$ cat config.mk
export PLATFORM = sky130hd
export DESIGN_NAME = gas_alarm_sup
export DESIGN_NICKNAME = d
export VERILOG_FILES = /design/src/gas_alarm_sup.v
export VERILOG_INCLUDE_DIRS = /design/src
export SDC_FILE = /design/constraint.sdc
export NUM_CORES = 1
export LEC_CHECK = 0
export BUFFER_PORTS_ARGS = -buffer_cell sky130_fd_sc_hd__buf_2
export CAP_MARGIN = 40
export CORE_MARGIN = 4
export CORE_UTILIZATION = 60
export CTS_CLUSTER_DIAMETER = 60
export DETAILED_ROUTE_END_ITERATION = 7
export PLACE_DENSITY = 0.85
export SLEW_MARGIN = 10
export SYNTH_ARGS = -nofsm -noshare
export SYNTH_HDL_FRONTEND = slang
export SYNTH_SLANG_ARGS = --single-unit
$ cat constraint.sdc
create_clock -name clk -period 4.75 [get_ports clk]
set_input_delay 0.95 -clock clk [delete_from_list [all_inputs] [get_ports clk]]
set_output_delay 0.95 -clock clk [all_outputs]
set_load 0.05 [all_outputs]
$ cat src/gas_regs.vh
// Register offsets, field positions and timing constants of the alarm supervisor
`ifndef GAS_REGS_VH
`define GAS_REGS_VH
// ****************************************************************
// Register word offsets (word address = offset)
// ****************************************************************
`define GAS_OFS_CTRL 4'h0
`define GAS_OFS_THR_BAT 4'h1
`define GAS_OFS_DLY_BAT 4'h2
`define GAS_OFS_THR_ENG 4'h3
`define GAS_OFS_THR_GEN 4'h4
`define GAS_OFS_CFG 4'h5
`define GAS_OFS_WARN 4'h6
`define GAS_OFS_SHUT 4'h7
`define GAS_OFS_ECU 4'h8
`define GAS_OFS_ARM 4'h9
// ****************************************************************
// Control register bits
// ****************************************************************
`define GAS_CTRL_CAN_EN 0
`define GAS_CTRL_STOP_RESET 1
// ****************************************************************
// Warning bit positions
// ****************************************************************
`define GAS_W_BAT_HI 0
`define GAS_W_BAT_LO 1
`define GAS_W_ECU 2
`define GAS_W_CHARGE 3
`define GAS_W_FAIL_STOP 4
`define GAS_W_GEN_HV 5
`define GAS_W_GEN_LV 6
`define GAS_W_COOL_HI 7
`define GAS_W_OIL_LO 8
`define GAS_W_OVER_F 9
`define GAS_W_UNDER_F 10
`define GAS_W_OVER_S 11
`define GAS_W_UNDER_S 12
`define GAS_W_AUXD 13
`define GAS_W_AUXA 17
`define GAS_NWARN 20
// ****************************************************************
// Shutdown bit positions
// ****************************************************************
`define GAS_S_DATA_FAIL 0
`define GAS_S_ECU 1
`define GAS_S_ESTOP 2
`define GAS_S_FAIL_START 3
`define GAS_S_GEN_HV 4
`define GAS_S_GEN_LV 5
`define GAS_S_OIL_LO 6
`define GAS_S_AUXD 7
`define GAS_S_AUXA 11
`define GAS_NSHUT 14
// ****************************************************************
// Timing
// ****************************************************************
`define GAS_CLK_HZ 50000000
`define GAS_DISP_MS 2000
`define GAS_CAN_TO_MS 1000
`define GAS_ARM_MS 10000
`endif
$ cat src/gas_alarm_sup.v
// Alarm supervisor for a standby generator set controller
// Contract
// Warnings are advisory; they never touch start, run or stop outputs.
// Any active alarm selects alarm page and cycles through active alarms; the display skips shutdown bits 12 and 13 (aux analogue 2 and 3).
// Warnings clear themselves once their fault condition is gone.
// Shutdowns latch and stop the set until stop and reset pressed.
// Reset is ignored while the shutdown cause is still present.
// Delayed alarms like low oil pressure may reset at rest.
// Battery high warning after supply above threshold for full delay.
// Battery low warning after supply below threshold for full delay.
// Coolant pre-alarm gated by arming timer, then above setting warns.
// Oil pressure pre-alarm gated by arming timer, then below setting warns.
// Generator low volt and under frequency gated; high and over always.
// Overspeed and underspeed warnings from speed pre-alarm settings.
// Engine unit warning over CAN raises warning and shows its code.
// CAN enabled and no datalink traffic latches data-failure shutdown.
// Engine unit shutdown over CAN latches shutdown and shows code.
// Four aux digital inputs each configurable as warning or shutdown.
// Three aux analogue inputs usable as digital warning or shutdown.
// Emergency stop is failsafe, open input latches shutdown at once.
// Fail-to-start shutdown after configured start attempts used up.
// Fail-to-stop warning when running after stop commanded.
// Generator voltage above or below shutdown levels latches shutdown.
// Charge alternator voltage below threshold raises charge warning.
// Arming timer runs while engine runs, cleared at rest.
`include "gas_regs.vh"
`default_nettype none
module gas_alarm_sup #(
  parameter VW = 12,
  parameter DLY_CYC_PER_MS = `GAS_CLK_HZ / 1000,
  parameter DISP_CYC = `GAS_CLK_HZ / 1000 * `GAS_DISP_MS,
  parameter CAN_TO_CYC = `GAS_CLK_HZ / 1000 * `GAS_CAN_TO_MS,
  parameter ARM_CYC = `GAS_CLK_HZ / 1000 * `GAS_ARM_MS
) (
  input wire clk,
  input wire rst_n,
  input wire [4:0] avs_address,
  input wire avs_read,
  input wire avs_write,
  input wire [31:0] avs_writedata,
  output reg [31:0] avs_readdata,
  output reg avs_waitrequest,
  input wire [VW-1:0] bat_volt,
  input wire [VW-1:0] cool_temp,
  input wire [VW-1:0] oil_press,
  input wire [VW-1:0] eng_speed,
  input wire [VW-1:0] gen_volt,
  input wire [VW-1:0] gen_freq,
  input wire [VW-1:0] charge_volt,
  input wire engine_running,
  input wire stop_cmd,
  input wire start_attempts_used,
  input wire estop_closed,
  input wire [3:0] aux_dig,
  input wire [2:0] aux_ana_trip,
  input wire can_rx_valid,
  input wire can_ecu_warn,
  input wire can_ecu_shut,
  input wire [15:0] can_err_code,
  input wire stop_reset_btn,
  output reg shutdown_stop,
  output reg alarm_page,
  output reg [4:0] alarm_show,
  output reg [15:0] ecu_code_show
);
  // ****************************************************************
  // Registers
  // ****************************************************************
  reg can_en_r;
  reg [VW-1:0] bat_hi_thr_r, bat_lo_thr_r, cool_thr_r, oil_thr_r;
  reg [VW-1:0] os_thr_r, us_thr_r, ghv_w_r, glv_w_r, gof_r, guf_r;
  reg [VW-1:0] ghv_s_r, glv_s_r, chg_thr_r;
  reg [15:0] bat_hi_dly_r, bat_lo_dly_r;
  reg [6:0] aux_shut_r;
  reg [6:0] aux_en_r;
  reg [`GAS_NSHUT-1:0] shut_r;
  reg [`GAS_NWARN-1:0] warn_r;
  reg [31:0] arm_cnt_r, can_cnt_r, disp_cnt_r, bhi_cnt_r, blo_cnt_r;
  reg [15:0] bhi_ms_r, blo_ms_r;
  reg armed_r, sw_reset_r;
  reg [4:0] scan_r;
  // Pack two thresholds into one bus word
  function [31:0] pk;
    input [VW-1:0] a;
    input [VW-1:0] b;
    begin
      pk = {4'h0, a, 4'h0, b};
    end
  endfunction
  // ****************************************************************
  // Avalon slave: one wait state, then answer
  // ****************************************************************
  // A write lands on the edge that sees waitrequest low, as the master expects
  wire req = (avs_read | avs_write) & ~avs_waitrequest;
  wire [4:0] wa = avs_address;
  always @(posedge clk) begin
    if (!rst_n) begin
      avs_waitrequest <= 1'b1;
      avs_readdata <= 32'h0;
    end else begin
      avs_waitrequest <= ~((avs_read | avs_write) & avs_waitrequest);
      if (avs_read & avs_waitrequest) begin
        case (wa[3:0])
          `GAS_OFS_CTRL: avs_readdata <= {31'h0, can_en_r};
          `GAS_OFS_THR_BAT: avs_readdata <= pk(bat_hi_thr_r, bat_lo_thr_r);
          `GAS_OFS_DLY_BAT: avs_readdata <= {bat_hi_dly_r, bat_lo_dly_r};
          `GAS_OFS_THR_ENG: avs_readdata <= pk(cool_thr_r, oil_thr_r);
          `GAS_OFS_THR_GEN: avs_readdata <= pk(ghv_w_r, glv_w_r);
          `GAS_OFS_CFG: avs_readdata <= {9'h0, aux_en_r, 9'h0, aux_shut_r};
          `GAS_OFS_WARN: avs_readdata <= {12'h0, warn_r};
          `GAS_OFS_SHUT: avs_readdata <= {18'h0, shut_r};
          `GAS_OFS_ECU: avs_readdata <= {16'h0, ecu_code_show};
          `GAS_OFS_ARM: avs_readdata <= {31'h0, armed_r};
          default: avs_readdata <= 32'h0;
        endcase
      end
    end
  end
  // Extra thresholds sit behind address bit 4 to keep the map compact
  always @(posedge clk) begin
    if (!rst_n) begin
      can_en_r <= 1'b0;
      bat_hi_thr_r <= {VW{1'b1}};
      bat_lo_thr_r <= {VW{1'b0}};
      bat_hi_dly_r <= 16'h0001;
      bat_lo_dly_r <= 16'h0001;
      cool_thr_r <= {VW{1'b1}};
      oil_thr_r <= {VW{1'b0}};
      ghv_w_r <= {VW{1'b1}};
      glv_w_r <= {VW{1'b0}};
      os_thr_r <= {VW{1'b1}};
      us_thr_r <= {VW{1'b0}};
      gof_r <= {VW{1'b1}};
      guf_r <= {VW{1'b0}};
      ghv_s_r <= {VW{1'b1}};
      glv_s_r <= {VW{1'b0}};
      chg_thr_r <= {VW{1'b0}};
      aux_shut_r <= 7'h00;
      aux_en_r <= 7'h00;
      sw_reset_r <= 1'b0;
    end else begin
      sw_reset_r <= 1'b0;
      if (req & avs_write) begin
        case (wa)
          {1'b0, `GAS_OFS_CTRL}: begin
            can_en_r <= avs_writedata[`GAS_CTRL_CAN_EN];
            sw_reset_r <= avs_writedata[`GAS_CTRL_STOP_RESET];
          end
          {1'b0, `GAS_OFS_THR_BAT}: begin
            bat_hi_thr_r <= avs_writedata[16 +: VW];
            bat_lo_thr_r <= avs_writedata[0 +: VW];
          end
          {1'b0, `GAS_OFS_DLY_BAT}: begin
            bat_hi_dly_r <= avs_writedata[31:16];
            bat_lo_dly_r <= avs_writedata[15:0];
          end
          {1'b0, `GAS_OFS_THR_ENG}: begin
            cool_thr_r <= avs_writedata[16 +: VW];
            oil_thr_r <= avs_writedata[0 +: VW];
          end
          {1'b0, `GAS_OFS_THR_GEN}: begin
            ghv_w_r <= avs_writedata[16 +: VW];
            glv_w_r <= avs_writedata[0 +: VW];
          end
          {1'b0, `GAS_OFS_CFG}: begin
            aux_en_r <= avs_writedata[22:16];
            aux_shut_r <= avs_writedata[6:0];
          end
          {1'b1, `GAS_OFS_THR_BAT}: begin
            os_thr_r <= avs_writedata[16 +: VW];
            us_thr_r <= avs_writedata[0 +: VW];
          end
          {1'b1, `GAS_OFS_DLY_BAT}: begin
            gof_r <= avs_writedata[16 +: VW];
            guf_r <= avs_writedata[0 +: VW];
          end
          {1'b1, `GAS_OFS_THR_ENG}: begin
            ghv_s_r <= avs_writedata[16 +: VW];
            glv_s_r <= avs_writedata[0 +: VW];
          end
          {1'b1, `GAS_OFS_THR_GEN}: chg_thr_r <= avs_writedata[0 +: VW];
          default: sw_reset_r <= 1'b0;
        endcase
      end
    end
  end
  // ****************************************************************
  // Arming timer, battery delays, datalink watchdog
  // ****************************************************************
  always @(posedge clk) begin
    if (!rst_n) begin
      arm_cnt_r <= 32'h0;
      armed_r <= 1'b0;
      can_cnt_r <= 32'h0;
      bhi_cnt_r <= 32'h0;
      blo_cnt_r <= 32'h0;
      bhi_ms_r <= 16'h0;
      blo_ms_r <= 16'h0;
    end else begin
      if (!engine_running) begin
        arm_cnt_r <= 32'h0;
        armed_r <= 1'b0;
      end else if (arm_cnt_r >= ARM_CYC - 1) begin
        armed_r <= 1'b1;
      end else begin
        arm_cnt_r <= arm_cnt_r + 32'h1;
      end
      if (!can_en_r || can_rx_valid) can_cnt_r <= 32'h0;
      else if (can_cnt_r < CAN_TO_CYC) can_cnt_r <= can_cnt_r + 32'h1;
      // Millisecond delay counts restart on any sample back inside limits
      if (bat_volt <= bat_hi_thr_r) begin
        bhi_cnt_r <= 32'h0;
        bhi_ms_r <= 16'h0;
      end else if (bhi_ms_r < bat_hi_dly_r) begin
        if (bhi_cnt_r >= DLY_CYC_PER_MS - 1) begin
          bhi_cnt_r <= 32'h0;
          bhi_ms_r <= bhi_ms_r + 16'h1;
        end else bhi_cnt_r <= bhi_cnt_r + 32'h1;
      end
      if (bat_volt >= bat_lo_thr_r) begin
        blo_cnt_r <= 32'h0;
        blo_ms_r <= 16'h0;
      end else if (blo_ms_r < bat_lo_dly_r) begin
        if (blo_cnt_r >= DLY_CYC_PER_MS - 1) begin
          blo_cnt_r <= 32'h0;
          blo_ms_r <= blo_ms_r + 16'h1;
        end else blo_cnt_r <= blo_cnt_r + 32'h1;
      end
    end
  end
  // ****************************************************************
  // Warning and shutdown conditions, level-following (warnings self-clearing)
  // ****************************************************************
  reg [`GAS_NWARN-1:0] w_nxt;
  reg [`GAS_NSHUT-1:0] s_cond, s_delayed;
  integer i;
  always @* begin
    w_nxt = {`GAS_NWARN{1'b0}};
    w_nxt[`GAS_W_BAT_HI] = (bhi_ms_r >= bat_hi_dly_r) && (bat_volt > bat_hi_thr_r);
    w_nxt[`GAS_W_BAT_LO] = (blo_ms_r >= bat_lo_dly_r) && (bat_volt < bat_lo_thr_r);
    w_nxt[`GAS_W_ECU] = can_en_r & can_ecu_warn;
    w_nxt[`GAS_W_CHARGE] = engine_running && (charge_volt < chg_thr_r);
    w_nxt[`GAS_W_FAIL_STOP] = stop_cmd & engine_running;
    w_nxt[`GAS_W_GEN_HV] = gen_volt > ghv_w_r;
    w_nxt[`GAS_W_GEN_LV] = armed_r && (gen_volt < glv_w_r);
    w_nxt[`GAS_W_COOL_HI] = armed_r && (cool_temp > cool_thr_r);
    w_nxt[`GAS_W_OIL_LO] = armed_r && (oil_press < oil_thr_r);
    w_nxt[`GAS_W_OVER_F] = gen_freq > gof_r;
    w_nxt[`GAS_W_UNDER_F] = armed_r && (gen_freq < guf_r);
    w_nxt[`GAS_W_OVER_S] = eng_speed > os_thr_r;
    w_nxt[`GAS_W_UNDER_S] = eng_speed < us_thr_r;
    s_cond = {`GAS_NSHUT{1'b0}};
    s_delayed = {`GAS_NSHUT{1'b0}};
    for (i = 0; i < 4; i = i + 1) begin
      w_nxt[`GAS_W_AUXD + i] = aux_en_r[i] & ~aux_shut_r[i] & aux_dig[i];
      s_cond[`GAS_S_AUXD + i] = aux_en_r[i] & aux_shut_r[i] & aux_dig[i];
    end
    for (i = 0; i < 3; i = i + 1) begin
      w_nxt[`GAS_W_AUXA + i] = aux_en_r[4+i] & ~aux_shut_r[4+i] & aux_ana_trip[i];
      s_cond[`GAS_S_AUXA + i] = aux_en_r[4+i] & aux_shut_r[4+i] & aux_ana_trip[i];
    end
    s_cond[`GAS_S_DATA_FAIL] = can_en_r && (can_cnt_r >= CAN_TO_CYC);
    s_cond[`GAS_S_ECU] = can_en_r & can_ecu_shut;
    s_cond[`GAS_S_ESTOP] = ~estop_closed;
    s_cond[`GAS_S_FAIL_START] = start_attempts_used & ~engine_running;
    s_cond[`GAS_S_GEN_HV] = gen_volt > ghv_s_r;
    s_cond[`GAS_S_GEN_LV] = armed_r && (gen_volt < glv_s_r);
    s_cond[`GAS_S_OIL_LO] = armed_r && (oil_press < oil_thr_r) && (cool_temp > 0);
    // Delayed alarms persist at rest, so they must not block the reset
    s_delayed[`GAS_S_OIL_LO] = 1'b1;
    s_delayed[`GAS_S_GEN_LV] = 1'b1;
    s_delayed[`GAS_S_FAIL_START] = 1'b1;
  end
  // ****************************************************************
  // Alarm state and latches
  // ****************************************************************
  wire rst_req = stop_reset_btn | sw_reset_r;
  // A reset clears only those latches whose cause has gone; a cause still present relatches, delayed or not
  wire [`GAS_NSHUT-1:0] clr_ok = ~s_cond | s_delayed;
  wire [`GAS_NSHUT-1:0] s_nxt = (rst_req ? (shut_r & ~clr_ok) : shut_r) | s_cond;
  wire any_alarm = |warn_r | |shut_r;
  wire [31:0] act = {12'h0, warn_r} | ({18'h0, shut_r} << 20);
  always @(posedge clk) begin
    if (!rst_n) begin
      warn_r <= {`GAS_NWARN{1'b0}};
      shut_r <= {`GAS_NSHUT{1'b0}};
      shutdown_stop <= 1'b0;
      alarm_page <= 1'b0;
      alarm_show <= 5'h00;
      scan_r <= 5'h00;
      disp_cnt_r <= 32'h0;
      ecu_code_show <= 16'h0;
    end else begin
      warn_r <= w_nxt;
      shut_r <= s_nxt;
      shutdown_stop <= |s_nxt;
      alarm_page <= any_alarm;
      if (can_en_r & (can_ecu_warn | can_ecu_shut)) ecu_code_show <= can_err_code;
      // Dwell on each active alarm, then step to the next set bit
      if (!any_alarm) begin
        disp_cnt_r <= 32'h0;
      end else if (disp_cnt_r >= DISP_CYC - 1 || !act[scan_r]) begin
        disp_cnt_r <= 32'h0;
        scan_r <= scan_r + 5'h01;
      end else begin
        disp_cnt_r <= disp_cnt_r + 32'h1;
        alarm_show <= scan_r;
      end
    end
  end
endmodule
`default_nettype wire

# Word-level counts from Yosys, hierarchy flattened
# Index checks and enable logic that the tools add are counted.
# Widths: inputs -> output; s select.
# op_classes
n_addsub	8
n_lt_le_gt_ge	27
eq_ne	18
n_mux	6
bitwise	60
n_reduce_logical	39
# op_table
operator	n
$pmux 32 s10	1
$add 32x1->32 const B	5
$lt 12x12->1	7
$gt 12x12->1	6
$ge 32x16->1 const B	2
$mux 32	2
$and 1x1->1	37
$add 16x1->16 const B	2
$ge 16x16->1	2
$ge 32x26->1 const B	1
$ge 32x27->1 const B	1
$ge 32x29->1 const B	1
$lt 16x16->1	2
$lt 32x26->1 const B	1
$or 20x32->32	1
$reduce_and 2->1	15
$not 14->14	2
$reduce_or 14->1	2
$eq 5x5->1 const B	4
$reduce_or 20->1	1
$eq 4x3->1 const B	4
$and 14x14->14	1
$mux 14	1
$not 1->1	14
other kinds (23)	43
# word_totals
reg_bits	492
output_inout_bits	56
elab_cells	194

# Depth between registers and ports, before layout
# depth
depth_word	9
mapped_depth	11

# Worst setup path before layout
# OpenSTA, ideal clock, no wires.
# synth_path
path_kind	input to register
from	in bat_volt[1]
to	reg bhi_cnt_r[0]
setup_time_ns	0.128
arrival_time_ns	2.909
t_required_ns	4.622
setup_slack_ns	1.714
stages	9
path_cell_list	ha_1 -> nor2b_1 -> o21a_1 -> o21ai_0 -> a211oi_1 -> o41ai_2 -> nand2b_1 -> clkbuf_1 -> nor2_1
# synth_via
elab_chain_cells	2
# synth_lines
element	line_no	rtl
from (decl)	gas_alarm_sup.v:43	input wire [VW-1:0] bat_volt,
$le 12x12->1	gas_alarm_sup.v:211	if (bat_volt <= bat_hi_thr_r) begin
$reduce_or 2->1 (no source line)	-	
to (signal assigned)	gas_alarm_sup.v:218	end else bhi_cnt_r <= bhi_cnt_r + 32'h1;
to (decl)	gas_alarm_sup.v:78	reg [31:0] arm_cnt_r, can_cnt_r, disp_cnt_r, bhi_cnt_r, blo_cnt_r;
# No other way between the ends.
# A chain may end at the register's enable or synchronous reset.

# Final worst setup path
# layout_path
from	reg scan_r[2]
to	reg scan_r[3]
# layout_via
elab_chain_cells	5
# layout_lines
element	line_no	rtl
from (decl)	gas_alarm_sup.v:81	reg [4:0] scan_r;
from (signal assigned)	gas_alarm_sup.v:304	scan_r <= scan_r + 5'h01;
$bmux 1 s5	gas_alarm_sup.v:302	end else if (disp_cnt_r >= DISP_CYC - 1 || !act[scan_r]) begin
$mux 1 (implied by the code)	gas_alarm_sup.v:302	
$logic_not 1->1	gas_alarm_sup.v:302	
$logic_or 1x1->1	gas_alarm_sup.v:302	
$reduce_and 2->1 (no source line)	-	
# Parallel ways exist; a longest one is shown, timed or not. The select of a mux whose other input is x is not followed.

==> metrics.txt <==
# TYPE chip_impl_metric gauge
chip_impl_info{name="cts_tree",value="done"} 1
chip_impl_metric{name="drt_drc_violations_left",unit=""} 0
chip_impl_info{name="synthMostInstantiatedCell",value="dfxtp_1"} 1
chip_impl_metric{name="finalHoldViolations",unit=""} 0
chip_impl_metric{name="clock_transition_at_the_register_clock_pins_on_the_worst_setup_and_hold_paths_after_cts",unit="ns"} 0.06
chip_impl_info{name="critPathMostFrequentCell",value="mux4_2"} 1
chip_impl_metric{name="dp_cells",unit=""} 3639
chip_impl_metric{name="worst-path-stages",unit=""} 7
chip_impl_metric{name="synthesis.yosys.warnings",unit=""} 0
chip_impl_metric{name="totalNegativeSetupSlack",unit="ns"} 0
chip_impl_metric{name="measured_slew_at_the_worst_slew_check_pin",unit="ns"} 0.902
chip_impl_info{name="worst-setup-path-type",value="flop to flop"} 1
chip_impl_metric{name="synthesis.area_per_instance",unit="um2"} 8.14
chip_impl_info{name="run_status",value="complete, no violations"} 1
chip_impl_metric{name="antenna_left",unit=""} 0
chip_impl_metric{name="dieWidth",unit="um"} 211
chip_impl_metric{name="synth.area.mux_share",unit="%"} 1.52
chip_impl_metric{name="timing.final.crit_share",unit="%"} 65.5
chip_impl_metric{name="clock_buffers_created_by_tritoncts",unit=""} 52
chip_impl_metric{name="cts_sinks",unit=""} 492
chip_impl_info{name="critPathCapture",value="scan_r[3]"} 1
chip_impl_metric{name="max_clock_freq",unit="MHz"} 321
chip_impl_metric{name="netlist_instances",unit=""} 3029
chip_impl_metric{name="synth_xor_xnor_area_share",unit="%"} 2.91
chip_impl_metric{name="grt_start_max_net_pins",unit=""} 154
chip_impl_metric{name="reg2reg_path_depth",unit=""} 7
chip_impl_metric{name="detailedPlacementHpwl",unit="mm"} 55.0
chip_impl_metric{name="buffer_ports.inserted",unit=""} 211
chip_impl_metric{name="synth_seq_cells",unit=""} 492
chip_impl_metric{name="num_rows",unit=""} 73
chip_impl_metric{name="synthAdderAreaFrac",unit="%"} 9.70
chip_impl_info{name="start_kind",value="flop"} 1
chip_impl_metric{name="grt_pass1_wl",unit="mm"} 119
chip_impl_metric{name="cp.arrival",unit="ns"} 3.63
chip_impl_metric{name="clkLatencyLatePin",unit="ns"} 0.60
chip_impl_info{name="synth_top_cells_by_count",value="dfxtp_1, nand2_1, a21oi_1"} 1
chip_impl_metric{name="power_per_cell_area",unit="nW/um2"} 323
chip_impl_metric{name="slowest_delay",unit="ns"} 0.91
chip_impl_metric{name="die_area",unit="um2"} 44400
chip_impl_info{name="grt_setup_unrepaired",value="false"} 1
chip_impl_metric{name="finalSetupViolations",unit=""} 0
chip_impl_metric{name="core",unit="um2"} 40200
chip_impl_info{name="cp-startpoint",value="scan_r[2]"} 1
chip_impl_metric{name="slew_headroom",unit="%"} 39.4
chip_impl_metric{name="maxSlewViolCount",unit=""} 0
chip_impl_metric{name="route.vias.total",unit=""} 23300
chip_impl_metric{name="crit_required",unit="ns"} 5.27
chip_impl_metric{name="viasPerCell",unit=""} 6.23
chip_impl_metric{name="grt_remaining_overflow",unit=""} 0
chip_impl_metric{name="gp_congestion",unit=""} 0.957
chip_impl_metric{name="nets",unit=""} 3515
chip_impl_metric{name="period_needed",unit="ns"} 3.11
chip_impl_info{name="worstPathCellList",value="mux4_2 -> mux4_2 -> nand2_1 -> nand3_1 -> a31oi_1 -> nand4_1 -> mux2i_1"} 1
chip_impl_metric{name="ir_worst_vdd",unit="V"} 0.000371
chip_impl_metric{name="ctsHtreeMaxLevel",unit=""} 2
chip_impl_metric{name="1st_iter_drt_viols",unit=""} 2567
chip_impl_metric{name="count_of_different_cell_masters_after_synthesis",unit=""} 79
chip_impl_metric{name="areaGrowthSynthToFinish",unit="%"} 13.4
chip_impl_info{name="r2r_path_start",value="scan_r[2]"} 1
chip_impl_metric{name="number_of_iterations_in_the_first_detailed_routing_pass",unit=""} 8
chip_impl_metric{name="fin_cells",unit=""} 3735
chip_impl_metric{name="wl_per_cell",unit="um"} 20.5
chip_impl_metric{name="drive_above_1_share",unit="%"} 11.9
chip_impl_metric{name="buffers_inverters_on_critical_path",unit=""} 0
chip_impl_info{name="synth_top_family_by_area",value="simple AND/OR/NAND/NOR gates"} 1
chip_impl_info{name="type_of_the_tightest_min_delay_check",value="flop to flop"} 1
chip_impl_info{name="clk_root_buffer_cell",value="clkbuf_16"} 1
chip_impl_info{name="timing.critical_path.slowest_stage_cell",value="dfxtp_1"} 1
chip_impl_metric{name="synth-async-reset-ratio",unit="%"} 0
chip_impl_metric{name="cts_post_setup_buffers_inserted",unit=""} 0
chip_impl_metric{name="initial_utilization",unit="%"} 61.3
chip_impl_metric{name="max_cap_viol_count",unit=""} 0
chip_impl_metric{name="power.leakage",unit="nW"} 11.0
chip_impl_metric{name="synth_seq_area_share",unit="%"} 40.0
chip_impl_metric{name="r2r_slack",unit="ns"} 1.64
chip_impl_metric{name="post_synth_instance_area",unit="um2"} 24600
chip_impl_info{name="synth.area.top_cells",value="dfxtp_1, ha_1, nand2_1"} 1
chip_impl_metric{name="finalClockSkew",unit="ns"} 0.0170
chip_impl_metric{name="post_cts_hold_buffer_count",unit=""} 0
chip_impl_metric{name="floorplan.io_pins",unit=""} 212
chip_impl_metric{name="synth_enable_flop_cells",unit=""} 0
chip_impl_metric{name="critical_path.max_fanout",unit=""} 17
chip_impl_info{name="synth_top_cell_by_area",value="dfxtp_1"} 1
chip_impl_metric{name="dieHeight",unit="um"} 211
chip_impl_info{name="critPathCaptureType",value="flop"} 1
chip_impl_metric{name="synth_compound_gate_area_share",unit="%"} 18.0
chip_impl_metric{name="via_count_of_the_first_global_routing_pass",unit=""} 22200
chip_impl_info{name="critical_path.top_delay_family",value="multiplexers"} 1
chip_impl_metric{name="ctsLongestPathBuffers",unit=""} 3
chip_impl_metric{name="drt_wl_total",unit="mm"} 76.4
chip_impl_metric{name="number_of_antenna_violations_at_the_first_check_in_global_routing",unit=""} 1
chip_impl_info{name="dominantRegCellSynth",value="dfxtp_1"} 1
chip_impl_metric{name="synth-simple-area-share",unit="%"} 21.9
chip_impl_metric{name="cts.repair.resized",unit=""} 0
chip_impl_info{name="r2r-end",value="scan_r[3]"} 1
chip_impl_metric{name="post-synth-top-area-fraction",unit="%"} 40.0
chip_impl_metric{name="globalRouteTotalUtil",unit="%"} 33.1
==> power by group <==
group / internal, mW / switching (mW)
Combinational: 0.166 / 0.340
Clock: 2.64 / 1.71
Sequential: 4.15 / 0.0327
==> area by class of cell <==
| type | count | area (um2) |
|---|---|---|
| Sequential cell | 492 | 9850 |
| Inverter | 216 | 816 |
| Tap cell | 525 | 657 |
| Antenna cell | 2 | 5.00 |
| Fill cell | 3150 | 12200 |
| Multi-Input combinational cell | 2160 | 13400 |
| Clock buffer | 74 | 1560 |
| Clock inverter | 20 | 280 |
| Timing Repair Buffer | 246 | 1420 |
==> how the worst min path moves through the flow <==
stage                             start       endpoint  slack (ns)  cells after the start
final                          guf_r[0]       guf_r[0]        0.45                      2
after global routing       us_thr_r[11]   us_thr_r[11]        0.47                      2
after CTS                      guf_r[0]       guf_r[0]        0.46                      2
after detailed placement  can_cnt_r[27]  can_cnt_r[27]        0.44                      1
after global placement    can_cnt_r[28]  can_cnt_r[28]        0.43                      1
after floorplan           can_cnt_r[28]  can_cnt_r[28]        0.42                      1
==> logic make-up after synthesis <==
family	Yosys count
other	1
buffers and inverters	381
adder cells (fa/ha/maj)	191
XOR/XNOR	82
AO/OA/AOI/OAI	694
flip-flops	492
AND/OR/NAND/NOR	1157
multiplexers	31
==> placed cells by master, fill, tap and decap left out, types with 26 or more instances in the layout <==
master | Yosys | final
a21o_1 | 38 | 38
a21oi_1 | 293 | 293
buf_2 | 3 | 211
nand3_1 | 79 | 79
o21ai_0 | 64 | 64
xor2_1 | 35 | 35
nand4_1 | 70 | 70
and2_1 | 25 | 26
o211ai_1 | 80 | 80
or3_1 | 31 | 31
nor4_1 | 53 | 50
and3_1 | 39 | 39
a22oi_1 | 74 | 74
inv_1 | 216 | 215
nand2_1 | 491 | 491
ha_1 | 191 | 191
xnor2_1 | 47 | 47
nor3_1 | 53 | 49
clkbuf_16 | 0 | 53
nor2_1 | 226 | 225
dfxtp_1 | 492 | 492
buf_4 | 12 | 27
==> worst min-delay path, delay by kind of cell, from the launching register on <==
kind,cells,cell delay [ns]
AO/OA/AOI/OAI,1,0.05
AND/OR/NAND/NOR,1,0.05
flip-flops,1,0.30
==> routing by layer <==
metal  track usage, %  wire length [um]  vias up
met3             6.55              7660      257
met2             53.2             34300     1216
met5                0                19        -
met4             17.3              4340        2
li1                 -                 -    10900
met1             42.3             30000    10900
==> flip-flops by register name, summed over array words and instances, names as in the netlist, 16 cells and up <==
register / count
warn_r: 20
blo_ms_r: 16
ecu_code_show: 16
bat_hi_dly_r: 16
bat_lo_dly_r: 16
disp_cnt_r: 32
bhi_ms_r: 16
blo_cnt_r: 32
arm_cnt_r: 32
avs_readdata: 32
can_cnt_r: 32
bhi_cnt_r: 32
==> through the flow <==
| stage | utilization [%] | hold slack [ns] | setup WS, ns | total power [mW] | instance area, um2 |
|---|---|---|---|---|---|
| CTS | 69.5 | 0.456 | 1.69 | 9.03 | 27900 |
| finish | 69.6 | 0.454 | 1.64 | 9.04 | 28000 |
| global route | 69.5 | 0.472 | 1.51 | 9.27 | 27900 |
| floorplan | - | 0.420 | 1.71 | 4.53 | 24700 |
| global placement | 64.6 | 0.433 | 1.10 | 4.74 | 25900 |
| detailed placement | 65.0 | 0.441 | 1.34 | 4.76 | 26100 |
Note: power is estimated with default switching activity, not from simulation.
